<file path="src/hw/clk_sel_pkg.sv">
`default_nettype none

package clk_sel_pkg;

  // ------------------------------------------------------------------
  // timing
  // ------------------------------------------------------------------
  localparam int SYS_CLK_HZ = 50_000_000;
  localparam int HF_OSC_HZ = 16_000_000;
  localparam int MF_OSC_HZ = 500_000;
  localparam int LF_OSC_HZ = 31_000;

  // half period of an internal source in system cycles, rounded down, at least one
  function automatic int half_cycles(input int hz);
    int c;
    c = SYS_CLK_HZ / (2 * hz);
    return (c < 1) ? 1 : c;
  endfunction : half_cycles

  localparam int HF_HALF = half_cycles(HF_OSC_HZ);
  localparam int MF_HALF = half_cycles(MF_OSC_HZ);
  localparam int LF_HALF = half_cycles(LF_OSC_HZ);
  localparam int NUM_INT_SRC = 3;
  localparam int DIV_W = 10;

  localparam int OST_EDGES = 1024;
  localparam int OST_W = 11;
  localparam int FAIL_W = 16;
  localparam int FAIL_LIMIT_DEFAULT = 2000;

  // ------------------------------------------------------------------
  // codes
  // ------------------------------------------------------------------
  localparam logic [2:0] MODE_EXT_HIGH = 3'h7;
  localparam logic [2:0] MODE_EXT_MID = 3'h6;
  localparam logic [2:0] MODE_EXT_LOW = 3'h5;
  localparam logic [2:0] MODE_INTERNAL = 3'h4;
  localparam logic [2:0] MODE_RC = 3'h3;
  localparam logic [2:0] MODE_XTAL_HIGH = 3'h2;
  localparam logic [2:0] MODE_XTAL_MID = 3'h1;
  localparam logic [2:0] MODE_XTAL_LOW = 3'h0;

  localparam logic [1:0] RCS_CONFIG = 2'h0;
  localparam logic [1:0] RCS_TIMER = 2'h1;
  localparam int RCS_INT_BIT = 1;

  localparam logic [1:0] IFREQ_HF = 2'h0;
  localparam logic [1:0] IFREQ_MF = 2'h1;
  localparam logic [1:0] IFREQ_LF = 2'h2;

  localparam logic [1:0] SRC_EXT = 2'h0;
  localparam logic [1:0] SRC_TIMER = 2'h1;
  localparam logic [1:0] SRC_INT = 2'h2;

  localparam logic [1:0] GAIN_OFF = 2'h0;
  localparam logic [1:0] GAIN_LOW = 2'h1;
  localparam logic [1:0] GAIN_MID = 2'h2;
  localparam logic [1:0] GAIN_HIGH = 2'h3;

  // ------------------------------------------------------------------
  // register map
  // ------------------------------------------------------------------
  localparam int ADDR_W = 4;
  localparam int DATA_W = 8;
  localparam logic [ADDR_W-1:0] ADDR_CTRL = 4'h0;
  localparam logic [ADDR_W-1:0] ADDR_STATUS = 4'h1;
  localparam logic [ADDR_W-1:0] ADDR_IRQ_STAT = 4'h2;
  localparam logic [ADDR_W-1:0] ADDR_IRQ_CLR = 4'h3;
  localparam logic [ADDR_W-1:0] ADDR_IRQ_EN = 4'h4;

  localparam int IRQ_W = 3;
  localparam int IRQ_FAIL = 0;
  localparam int IRQ_STARTUP = 1;
  localparam int IRQ_SWITCH = 2;

  typedef struct packed {
    logic [1:0] ifreq;
    logic clkout_en;
    logic fcm_en;
    logic [1:0] rcs;
  } ctrl_t;

  typedef struct packed {
    logic [2:0] mode;
    logic ext_fail;
    logic startup_done;
    logic [1:0] cur_src;
  } status_t;

  typedef struct packed {
    logic [ADDR_W-1:0] addr;
    logic [DATA_W-1:0] wdata;
    logic wr;
    logic rd;
  } reg_req_t;

  typedef struct packed {
    logic out;
    logic oe_n;
  } pin_drive_t;

  typedef enum logic [2:0] {
    SW_RUN = 3'b001,
    SW_ARM = 3'b010,
    SW_HALT = 3'b100
  } sw_state_t;

  typedef struct packed {
    ctrl_t ctrl;
    logic [IRQ_W-1:0] irq_en;
    logic [IRQ_W-1:0] irq_stat;
    logic irq;
    logic [DATA_W-1:0] rdata;
    logic [2:0] mode;
    logic mode_valid;
    logic osc_d;
    logic timer_d;
    logic [OST_W-1:0] ost_cnt;
    logic startup_done;
    logic [FAIL_W-1:0] idle_cnt;
    logic ext_fail;
    logic [1:0] cur_src;
    sw_state_t sw;
    logic clk_out;
    pin_drive_t pin;
    logic [1:0] gain;
  } main_state_t;

  typedef struct packed {
    logic [NUM_INT_SRC-1:0][DIV_W-1:0] cnt;
    logic [NUM_INT_SRC-1:0] lvl;
  } osc_gen_state_t;

endpackage : clk_sel_pkg

`default_nettype wire

</file>
<file path="src/hw/internal_osc_gen.sv">
`default_nettype none

module internal_osc_gen (
  input wire logic sys_clk,
  input wire logic srst,
  output logic [clk_sel_pkg::NUM_INT_SRC-1:0] osc_lvl
);

  localparam int HALF [clk_sel_pkg::NUM_INT_SRC] = '{
    clk_sel_pkg::HF_HALF, clk_sel_pkg::MF_HALF, clk_sel_pkg::LF_HALF};

  clk_sel_pkg::osc_gen_state_t st;
  clk_sel_pkg::osc_gen_state_t next_st;

  // ------------------------------------------------------------------
  // one square-wave divider per internal source
  // ------------------------------------------------------------------
  always_comb begin
    next_st = st;
    for (int i = 0; i < clk_sel_pkg::NUM_INT_SRC; i++) begin
      if (st.cnt[i] == clk_sel_pkg::DIV_W'(HALF[i] - 1)) begin
        next_st.cnt[i] = '0;
        next_st.lvl[i] = ~st.lvl[i];
      end else begin
        next_st.cnt[i] = st.cnt[i] + clk_sel_pkg::DIV_W'(1);
      end
    end
    if (srst) begin
      next_st = '0;
    end
  end

  always_ff @(posedge sys_clk) begin
    st <= next_st;
  end

  assign osc_lvl = st.lvl;

endmodule : internal_osc_gen

`default_nettype wire

</file>
<file path="src/hw/system_clock_source_select.sv">
// Functional notes
// - Eight modes picked by captured source select
// - Codes 111/110/101 are external clock powers
// - External clock modes skip the startup count
// - Stopped source freezes state, resumes unchanged
// - External clock in; out pin GPIO or clock
// - Runtime select picks timer osc or configured source
// - Lost external clock falls back to internal
// - Internal sources: 16 MHz, 500 kHz, 31 kHz; HF comes out at 25 MHz, its half period floored to one 50 MHz cycle
// - Crystal modes set low/mid/high amplifier gain
// - Codes 100/011/010/001/000 internal, RC, crystals
// - Crystal modes wait 1024 edges after reset/wake
// - Runtime select 1x picks internal oscillator
`default_nettype none

module system_clock_source_select #(
  parameter logic [clk_sel_pkg::FAIL_W-1:0] FAIL_LIMIT =
    clk_sel_pkg::FAIL_W'(clk_sel_pkg::FAIL_LIMIT_DEFAULT)
) (
  input wire logic sys_clk,
  input wire logic srst,
  input wire logic [2:0] clock_source_select,
  input wire logic wake_from_sleep,
  input wire logic osc_in_pin,
  input wire logic timer_osc_in,
  input wire logic gpio_out,
  input wire logic gpio_oe,
  input wire clk_sel_pkg::reg_req_t reg_req,
  output logic [clk_sel_pkg::DATA_W-1:0] reg_rdata,
  output logic irq,
  output logic sys_clk_out,
  output logic [1:0] amp_gain,
  output clk_sel_pkg::pin_drive_t osc_out_or_clock_out_pin
);

  clk_sel_pkg::main_state_t st;
  clk_sel_pkg::main_state_t next_st;
  logic [clk_sel_pkg::NUM_INT_SRC-1:0] int_lvl;

  internal_osc_gen u_int_osc (
    .sys_clk(sys_clk),
    .srst(srst),
    .osc_lvl(int_lvl)
  );

  // ------------------------------------------------------------------
  // level of a source as seen on the system clock
  // ------------------------------------------------------------------
  function automatic logic src_level(input logic [1:0] src, input logic osc,
                                     input logic tmr, input logic [1:0] ifreq,
                                     input logic [clk_sel_pkg::NUM_INT_SRC-1:0] il);
    logic l;
    l = 1'b0;
    if (src == clk_sel_pkg::SRC_EXT) begin
      l = osc;
    end else if (src == clk_sel_pkg::SRC_TIMER) begin
      l = tmr;
    end else if (ifreq == clk_sel_pkg::IFREQ_MF) begin
      l = il[1];
    end else if (ifreq == clk_sel_pkg::IFREQ_LF) begin
      l = il[2];
    end else begin
      l = il[0];
    end
    return l;
  endfunction : src_level

  // ------------------------------------------------------------------
  // next state
  // ------------------------------------------------------------------
  always_comb begin
    logic osc_rise;
    logic crystal;
    logic internal_mode;
    logic ready;
    logic [1:0] want;
    logic cur_lvl;
    clk_sel_pkg::status_t stat;
    osc_rise = 1'b0;
    crystal = 1'b0;
    internal_mode = 1'b0;
    ready = 1'b0;
    want = clk_sel_pkg::SRC_EXT;
    cur_lvl = 1'b0;
    stat = '0;
    next_st = st;

    // the edge detector is cleared by reset, so ignore it until the mode is caught
    osc_rise = osc_in_pin & ~st.osc_d & st.mode_valid;
    next_st.osc_d = osc_in_pin;
    next_st.timer_d = timer_osc_in;

    // source select is caught once, the first cycle after reset
    if (!st.mode_valid) begin
      next_st.mode = clock_source_select;
      next_st.mode_valid = 1'b1;
    end
    crystal = (st.mode == clk_sel_pkg::MODE_XTAL_LOW) ||
              (st.mode == clk_sel_pkg::MODE_XTAL_MID) ||
              (st.mode == clk_sel_pkg::MODE_XTAL_HIGH);
    internal_mode = (st.mode == clk_sel_pkg::MODE_INTERNAL);

    // ----------------------------------------------------------------
    // register writes; clears are applied before events so sets win
    // ----------------------------------------------------------------
    if (reg_req.wr) begin
      unique case (reg_req.addr)
        clk_sel_pkg::ADDR_CTRL: begin
          next_st.ctrl = clk_sel_pkg::ctrl_t'(reg_req.wdata[$bits(clk_sel_pkg::ctrl_t)-1:0]);
        end
        clk_sel_pkg::ADDR_IRQ_CLR: begin
          next_st.irq_stat = st.irq_stat & ~reg_req.wdata[clk_sel_pkg::IRQ_W-1:0];
        end
        clk_sel_pkg::ADDR_IRQ_EN: begin
          next_st.irq_en = reg_req.wdata[clk_sel_pkg::IRQ_W-1:0];
        end
        default: begin
        end
      endcase
    end

    // ----------------------------------------------------------------
    // crystal startup counter
    // ----------------------------------------------------------------
    if (wake_from_sleep) begin
      next_st.ost_cnt = '0;
      next_st.startup_done = ~crystal;
      next_st.idle_cnt = '0;
      next_st.ext_fail = 1'b0;
    end else if (!crystal) begin
      next_st.startup_done = st.mode_valid;
    end else if (!st.startup_done && osc_rise) begin
      if (st.ost_cnt == clk_sel_pkg::OST_W'(clk_sel_pkg::OST_EDGES - 1)) begin
        next_st.startup_done = 1'b1;
        next_st.irq_stat[clk_sel_pkg::IRQ_STARTUP] = 1'b1;
      end else begin
        next_st.ost_cnt = st.ost_cnt + clk_sel_pkg::OST_W'(1);
      end
    end

    // ----------------------------------------------------------------
    // fail-safe monitor: too long with no edge on the oscillator input
    // ----------------------------------------------------------------
    if (!wake_from_sleep && st.mode_valid && !internal_mode && st.ctrl.fcm_en &&
        !st.ext_fail) begin
      if (osc_rise) begin
        next_st.idle_cnt = '0;
      end else if (st.idle_cnt == FAIL_LIMIT - clk_sel_pkg::FAIL_W'(1)) begin
        next_st.ext_fail = 1'b1;
        next_st.irq_stat[clk_sel_pkg::IRQ_FAIL] = 1'b1;
      end else begin
        next_st.idle_cnt = st.idle_cnt + clk_sel_pkg::FAIL_W'(1);
      end
    end

    // ----------------------------------------------------------------
    // wanted source
    // ----------------------------------------------------------------
    ready = st.mode_valid;
    if (internal_mode || st.ctrl.rcs[clk_sel_pkg::RCS_INT_BIT]) begin
      want = clk_sel_pkg::SRC_INT;
    end else if (st.ctrl.rcs == clk_sel_pkg::RCS_TIMER) begin
      want = clk_sel_pkg::SRC_TIMER;
    end else if (st.ext_fail) begin
      want = clk_sel_pkg::SRC_INT;
    end else if (!st.startup_done) begin
      // with the monitor on, run internal while the crystal settles
      want = clk_sel_pkg::SRC_INT;
      ready = st.mode_valid && st.ctrl.fcm_en;
    end else begin
      want = clk_sel_pkg::SRC_EXT;
    end

    // ----------------------------------------------------------------
    // glitch-free switch: leave old source only while low, join new
    // source only after seeing it low, so every phase is whole
    // ----------------------------------------------------------------
    cur_lvl = src_level(st.cur_src, st.osc_d, st.timer_d, st.ctrl.ifreq, int_lvl);
    unique case (st.sw)
      clk_sel_pkg::SW_HALT: begin
        next_st.clk_out = 1'b0;
        if (ready) begin
          next_st.cur_src = want;
          next_st.sw = clk_sel_pkg::SW_ARM;
        end
      end
      clk_sel_pkg::SW_RUN: begin
        // a stopped source simply holds the output and all state
        next_st.clk_out = cur_lvl;
        if (!ready && !cur_lvl) begin
          next_st.sw = clk_sel_pkg::SW_HALT;
        end else if (want != st.cur_src && !cur_lvl) begin
          next_st.cur_src = want;
          next_st.sw = clk_sel_pkg::SW_ARM;
        end
      end
      clk_sel_pkg::SW_ARM: begin
        next_st.clk_out = 1'b0;
        if (!cur_lvl) begin
          next_st.sw = clk_sel_pkg::SW_RUN;
          next_st.irq_stat[clk_sel_pkg::IRQ_SWITCH] = 1'b1;
        end
      end
      default: begin
        next_st.sw = clk_sel_pkg::SW_HALT;
        next_st.clk_out = 1'b0;
      end
    endcase

    // ----------------------------------------------------------------
    // amplifier gain and second oscillator pin
    // ----------------------------------------------------------------
    unique case (st.mode)
      clk_sel_pkg::MODE_XTAL_LOW: next_st.gain = clk_sel_pkg::GAIN_LOW;
      clk_sel_pkg::MODE_XTAL_MID: next_st.gain = clk_sel_pkg::GAIN_MID;
      clk_sel_pkg::MODE_XTAL_HIGH: next_st.gain = clk_sel_pkg::GAIN_HIGH;
      default: next_st.gain = clk_sel_pkg::GAIN_OFF;
    endcase
    if (crystal) begin
      next_st.pin.out = ~osc_in_pin;
      next_st.pin.oe_n = 1'b0;
    end else if (st.ctrl.clkout_en) begin
      next_st.pin.out = next_st.clk_out;
      next_st.pin.oe_n = 1'b0;
    end else begin
      next_st.pin.out = gpio_out;
      next_st.pin.oe_n = ~gpio_oe;
    end

    // ----------------------------------------------------------------
    // read data, valid only the cycle after the read strobe
    // ----------------------------------------------------------------
    stat.mode = st.mode;
    stat.ext_fail = st.ext_fail;
    stat.startup_done = st.startup_done;
    stat.cur_src = st.cur_src;
    next_st.rdata = '0;
    if (reg_req.rd) begin
      unique case (reg_req.addr)
        clk_sel_pkg::ADDR_CTRL: next_st.rdata = clk_sel_pkg::DATA_W'(st.ctrl);
        clk_sel_pkg::ADDR_STATUS: next_st.rdata = clk_sel_pkg::DATA_W'(stat);
        clk_sel_pkg::ADDR_IRQ_STAT: next_st.rdata = clk_sel_pkg::DATA_W'(st.irq_stat);
        clk_sel_pkg::ADDR_IRQ_EN: next_st.rdata = clk_sel_pkg::DATA_W'(st.irq_en);
        default: next_st.rdata = '0;
      endcase
    end

    next_st.irq = |(next_st.irq_stat & next_st.irq_en);

    if (srst) begin
      next_st = '0;
      next_st.sw = clk_sel_pkg::SW_HALT;
      next_st.pin.oe_n = 1'b1;
    end
  end

  always_ff @(posedge sys_clk) begin
    st <= next_st;
  end

  // ------------------------------------------------------------------
  // outputs
  // ------------------------------------------------------------------
  assign reg_rdata = st.rdata;
  assign irq = st.irq;
  assign sys_clk_out = st.clk_out;
  assign amp_gain = st.gain;
  assign osc_out_or_clock_out_pin = st.pin;

endmodule : system_clock_source_select

`default_nettype wire
</file>
<file path="config.mk">
export PLATFORM = sky130hd
export DESIGN_NAME = system_clock_source_select
export DESIGN_NICKNAME = d
export VERILOG_FILES = /design/src/hw/clk_sel_pkg.sv /design/src/hw/internal_osc_gen.sv /design/src/hw/system_clock_source_select.sv
export SDC_FILE = /design/constraint.sdc
export NUM_CORES = 1
export LEC_CHECK = 0
export BUFFER_PORTS_ARGS = -buffer_cell sky130_fd_sc_hd__buf_4
export CORE_MARGIN = 2
export CORE_UTILIZATION = 45
export DETAILED_ROUTE_END_ITERATION = 12
export GPL_TIMING_DRIVEN = 1
export PLACE_DENSITY = 0.75
export SETUP_SLACK_MARGIN = 0.15
export SKIP_CTS_REPAIR_TIMING = 1
export SYNTH_ARGS = -nofsm -noshare
export SYNTH_HDL_FRONTEND = slang
export SYNTH_HIERARCHICAL = 1
export SYNTH_SLANG_ARGS = --single-unit
</file>
<file path="constraint.sdc">
create_clock -name sys_clk -period 2.97 [get_ports sys_clk]
set_input_delay 0.1485 -clock sys_clk [delete_from_list [all_inputs] [get_ports sys_clk]]
set_output_delay 0.1485 -clock sys_clk [all_outputs]
set_load 0.02 [all_outputs]
</file>
==> results.tsv <==
metric	value	unit
setup_viol	0	
netlist_instances	551	
rsz0062_at_grt	false	
synth_warnings	6	
final_max_slew_viol_count	0	
place_congestion	0.873	
first_iter_violations	289	
synth-edff-count	0	
grt_max_degree	55	
initial_utilization	0.462	
die_area	11500	um^2
cts.sinks	98	
cp.arrival	2.53	ns
cts_made_buffers	9	
p_leak	0.00176	uW
final_antenna_net_count	0	
cp-start-kind	flop	
worst-path-max-fanout	16	
fmax	445	MHz
synthFlopType	dfxtp_1	
clock_skew	0.00759	ns
grt_pass1_vias	3719	
path_cells	and4bb_2, nand3_1, a21oi_1, a41oi_1, a311oi_1	
mostFrequentLayoutCells	dfxtp_1, nor2_1, a21oi_1, buf_4, nand2_1	
grt_pass1_wl	17.2	mm
netlist_area	4770	um^2
cts_tree	done	
tightest_slew	0.761	ns
maxCapViolCount	0	
final_common_cell	dfxtp_1	
routed_wl	9.84	mm
core	10300	um^2
grt.total_usage	0.185	
fin_crit_sh	0.756	
yosysTopAreaCellShare	0.411	
root_buffer	clkbuf_8	
num_vias	3987	
syn2layout_area_growth	10.4	%
yosys.cell_types.count	69	
fp-row-count	37	
cpPeakStageDelay	0.55	ns
die_w	107	um
async_flop_share	0	
avgSynthCellArea	8.67	um^2
p_per_area	473	nW/um^2
dp_cells	689	
min_path_type	input port to flop	
drive_above_1_share	0.135	
critPathTopFamily	compound AO/OA/AOI/OAI gates	
yosysSeqAreaShare	0.411	
dp_hpwl	6.90	mm
post-route-drc-count	0	
ir_drop	0.000228	V
antenna_found_initial	0	
slowest_stage	dfxtp_1	
cp-end-kind	flop	
grt_overflow	0	
layout.nets	599	
worst-path-buf-inv	0	
die_y	107	um
slew_headroom	0.493	
wl_per_cell	13.9	um
yosys-top-cells-area	dfxtp_1, a21oi_1, nor2_1	
cp.required	3.26	ns
post-route-min-period	2.25	ns
critical_path_class	flop to flop	
pin_count	38	
synth-seq-cells	98	
drtPass1Iterations	4	
cts_max_level	3	
startpoint	st[41]	
path_clk_slew	0.09	ns
cts_buffer_depth	2	
syn_nets	583	
final_cells	708	
r2r_start	st[41]	
status	finished, final reports clean	
antenna_cells	0	
yosysTopAreaCell	dfxtp_1	
portBuffers	34	
final-hold-violation-count	0	
hp-start	clock_source_select[2]	
viasPerCell	5.63	
tns	0	ns
clock_latency	0.37	ns
registers in the layout (all words and copies together), names as in the netlist:
register / count
amp_gain: 2
st: 52
irq: 1
reg_rdata: 7
sys_clk_out: 1
osc_out_or_clock_out_pin: 2
u_int_osc/osc_lvl: 3
u_int_osc/st: 30
metrics by stage:
step / util / hold slack, ns / setup WS (ns) / instance area, um^2 / total power (uW)
after global placement: 0.486 / 0.348 / 0.846 / 5020 / 1560
after global routing: 0.511 / 0.0388 / 0.561 / 5270 / 2590
final: 0.511 / 0.0234 / 0.724 / 5270 / 2490
after floorplan: - / 0.252 / 1.08 / 4770 / 1510
after CTS: 0.508 / -0.0587 / 0.736 / 5240 / 2510
after detailed placement: 0.486 / 0.345 / 0.772 / 5020 / 1570
cells in the mapped netlist (14+ instances only):
cell,count
a21oi_1,47
nand2_1,35
mux2i_1,14
nand3_1,33
inv_1,21
nor2_1,56
o21ai_0,29
or3_1,14
xnor2_1,14
buf_4,15
dfxtp_1,98
report_power, final:
part	internal, uW	leakage [uW]	total (uW)	switching (uW)
Combinational	79.1	0.000866	178	98.6
Sequential	1330	0.000794	1360	25.6
Clock	498	0.000103	956	457
cell type report:
class,count,area [um^2]
Timing Repair Buffer,39,300
Multi-Input combinational cell,397,2540
Fill cell,936,5050
Clock inverter,4,75.1
Inverter,22,82.6
Sequential cell,98,1960
Tap cell,136,170
Clock buffer,12,145
per-layer routing:
| layer | vias to the layer above | track usage | share of wire |
|---|---|---|---|
| met1 | 1887 | 0.239 | 0.46 |
| met5 | - | 0 | 0 |
| met2 | 69 | 0.301 | 0.48 |
| met3 | 15 | 0.0347 | 0.039 |
| met4 | 0 | 0.0844 | 0.020 |
| li1 | 2016 | - | - |
logic make-up after synthesis:
kind of cell / after synthesis / synth area share
muxes: 19 / 0.0419
DFF: 98 / 0.411
other: 1 / 0.000785
xor gates and xnor gates: 19 / 0.0349
buffers and inverters: 56 / 0.0577
AOI/OAI and AO/OA: 119 / 0.168
adders and majority gates: 9 / 0.0231
and+or+nand+nor: 230 / 0.263
tightest hold or removal path: cells and delay by family:
family / cells / cell delay, ns
buf+inv: 1 / 0.08
simple gates: 1 / 0.08
mux: 1 / 0.05
path summary, 6_finish.rpt:
| path | endpoint | slack (ns) | cells after the start |
|---|---|---|---|
| max | st[14] | 0.72 | 5 |
| max reg2reg | st[14] | 0.72 | 5 |
| min reg2reg | st[38] | 0.48 | 1 |
| min | st[44] | 0.02 | 3 |
(Power assumes the default switching activity.)
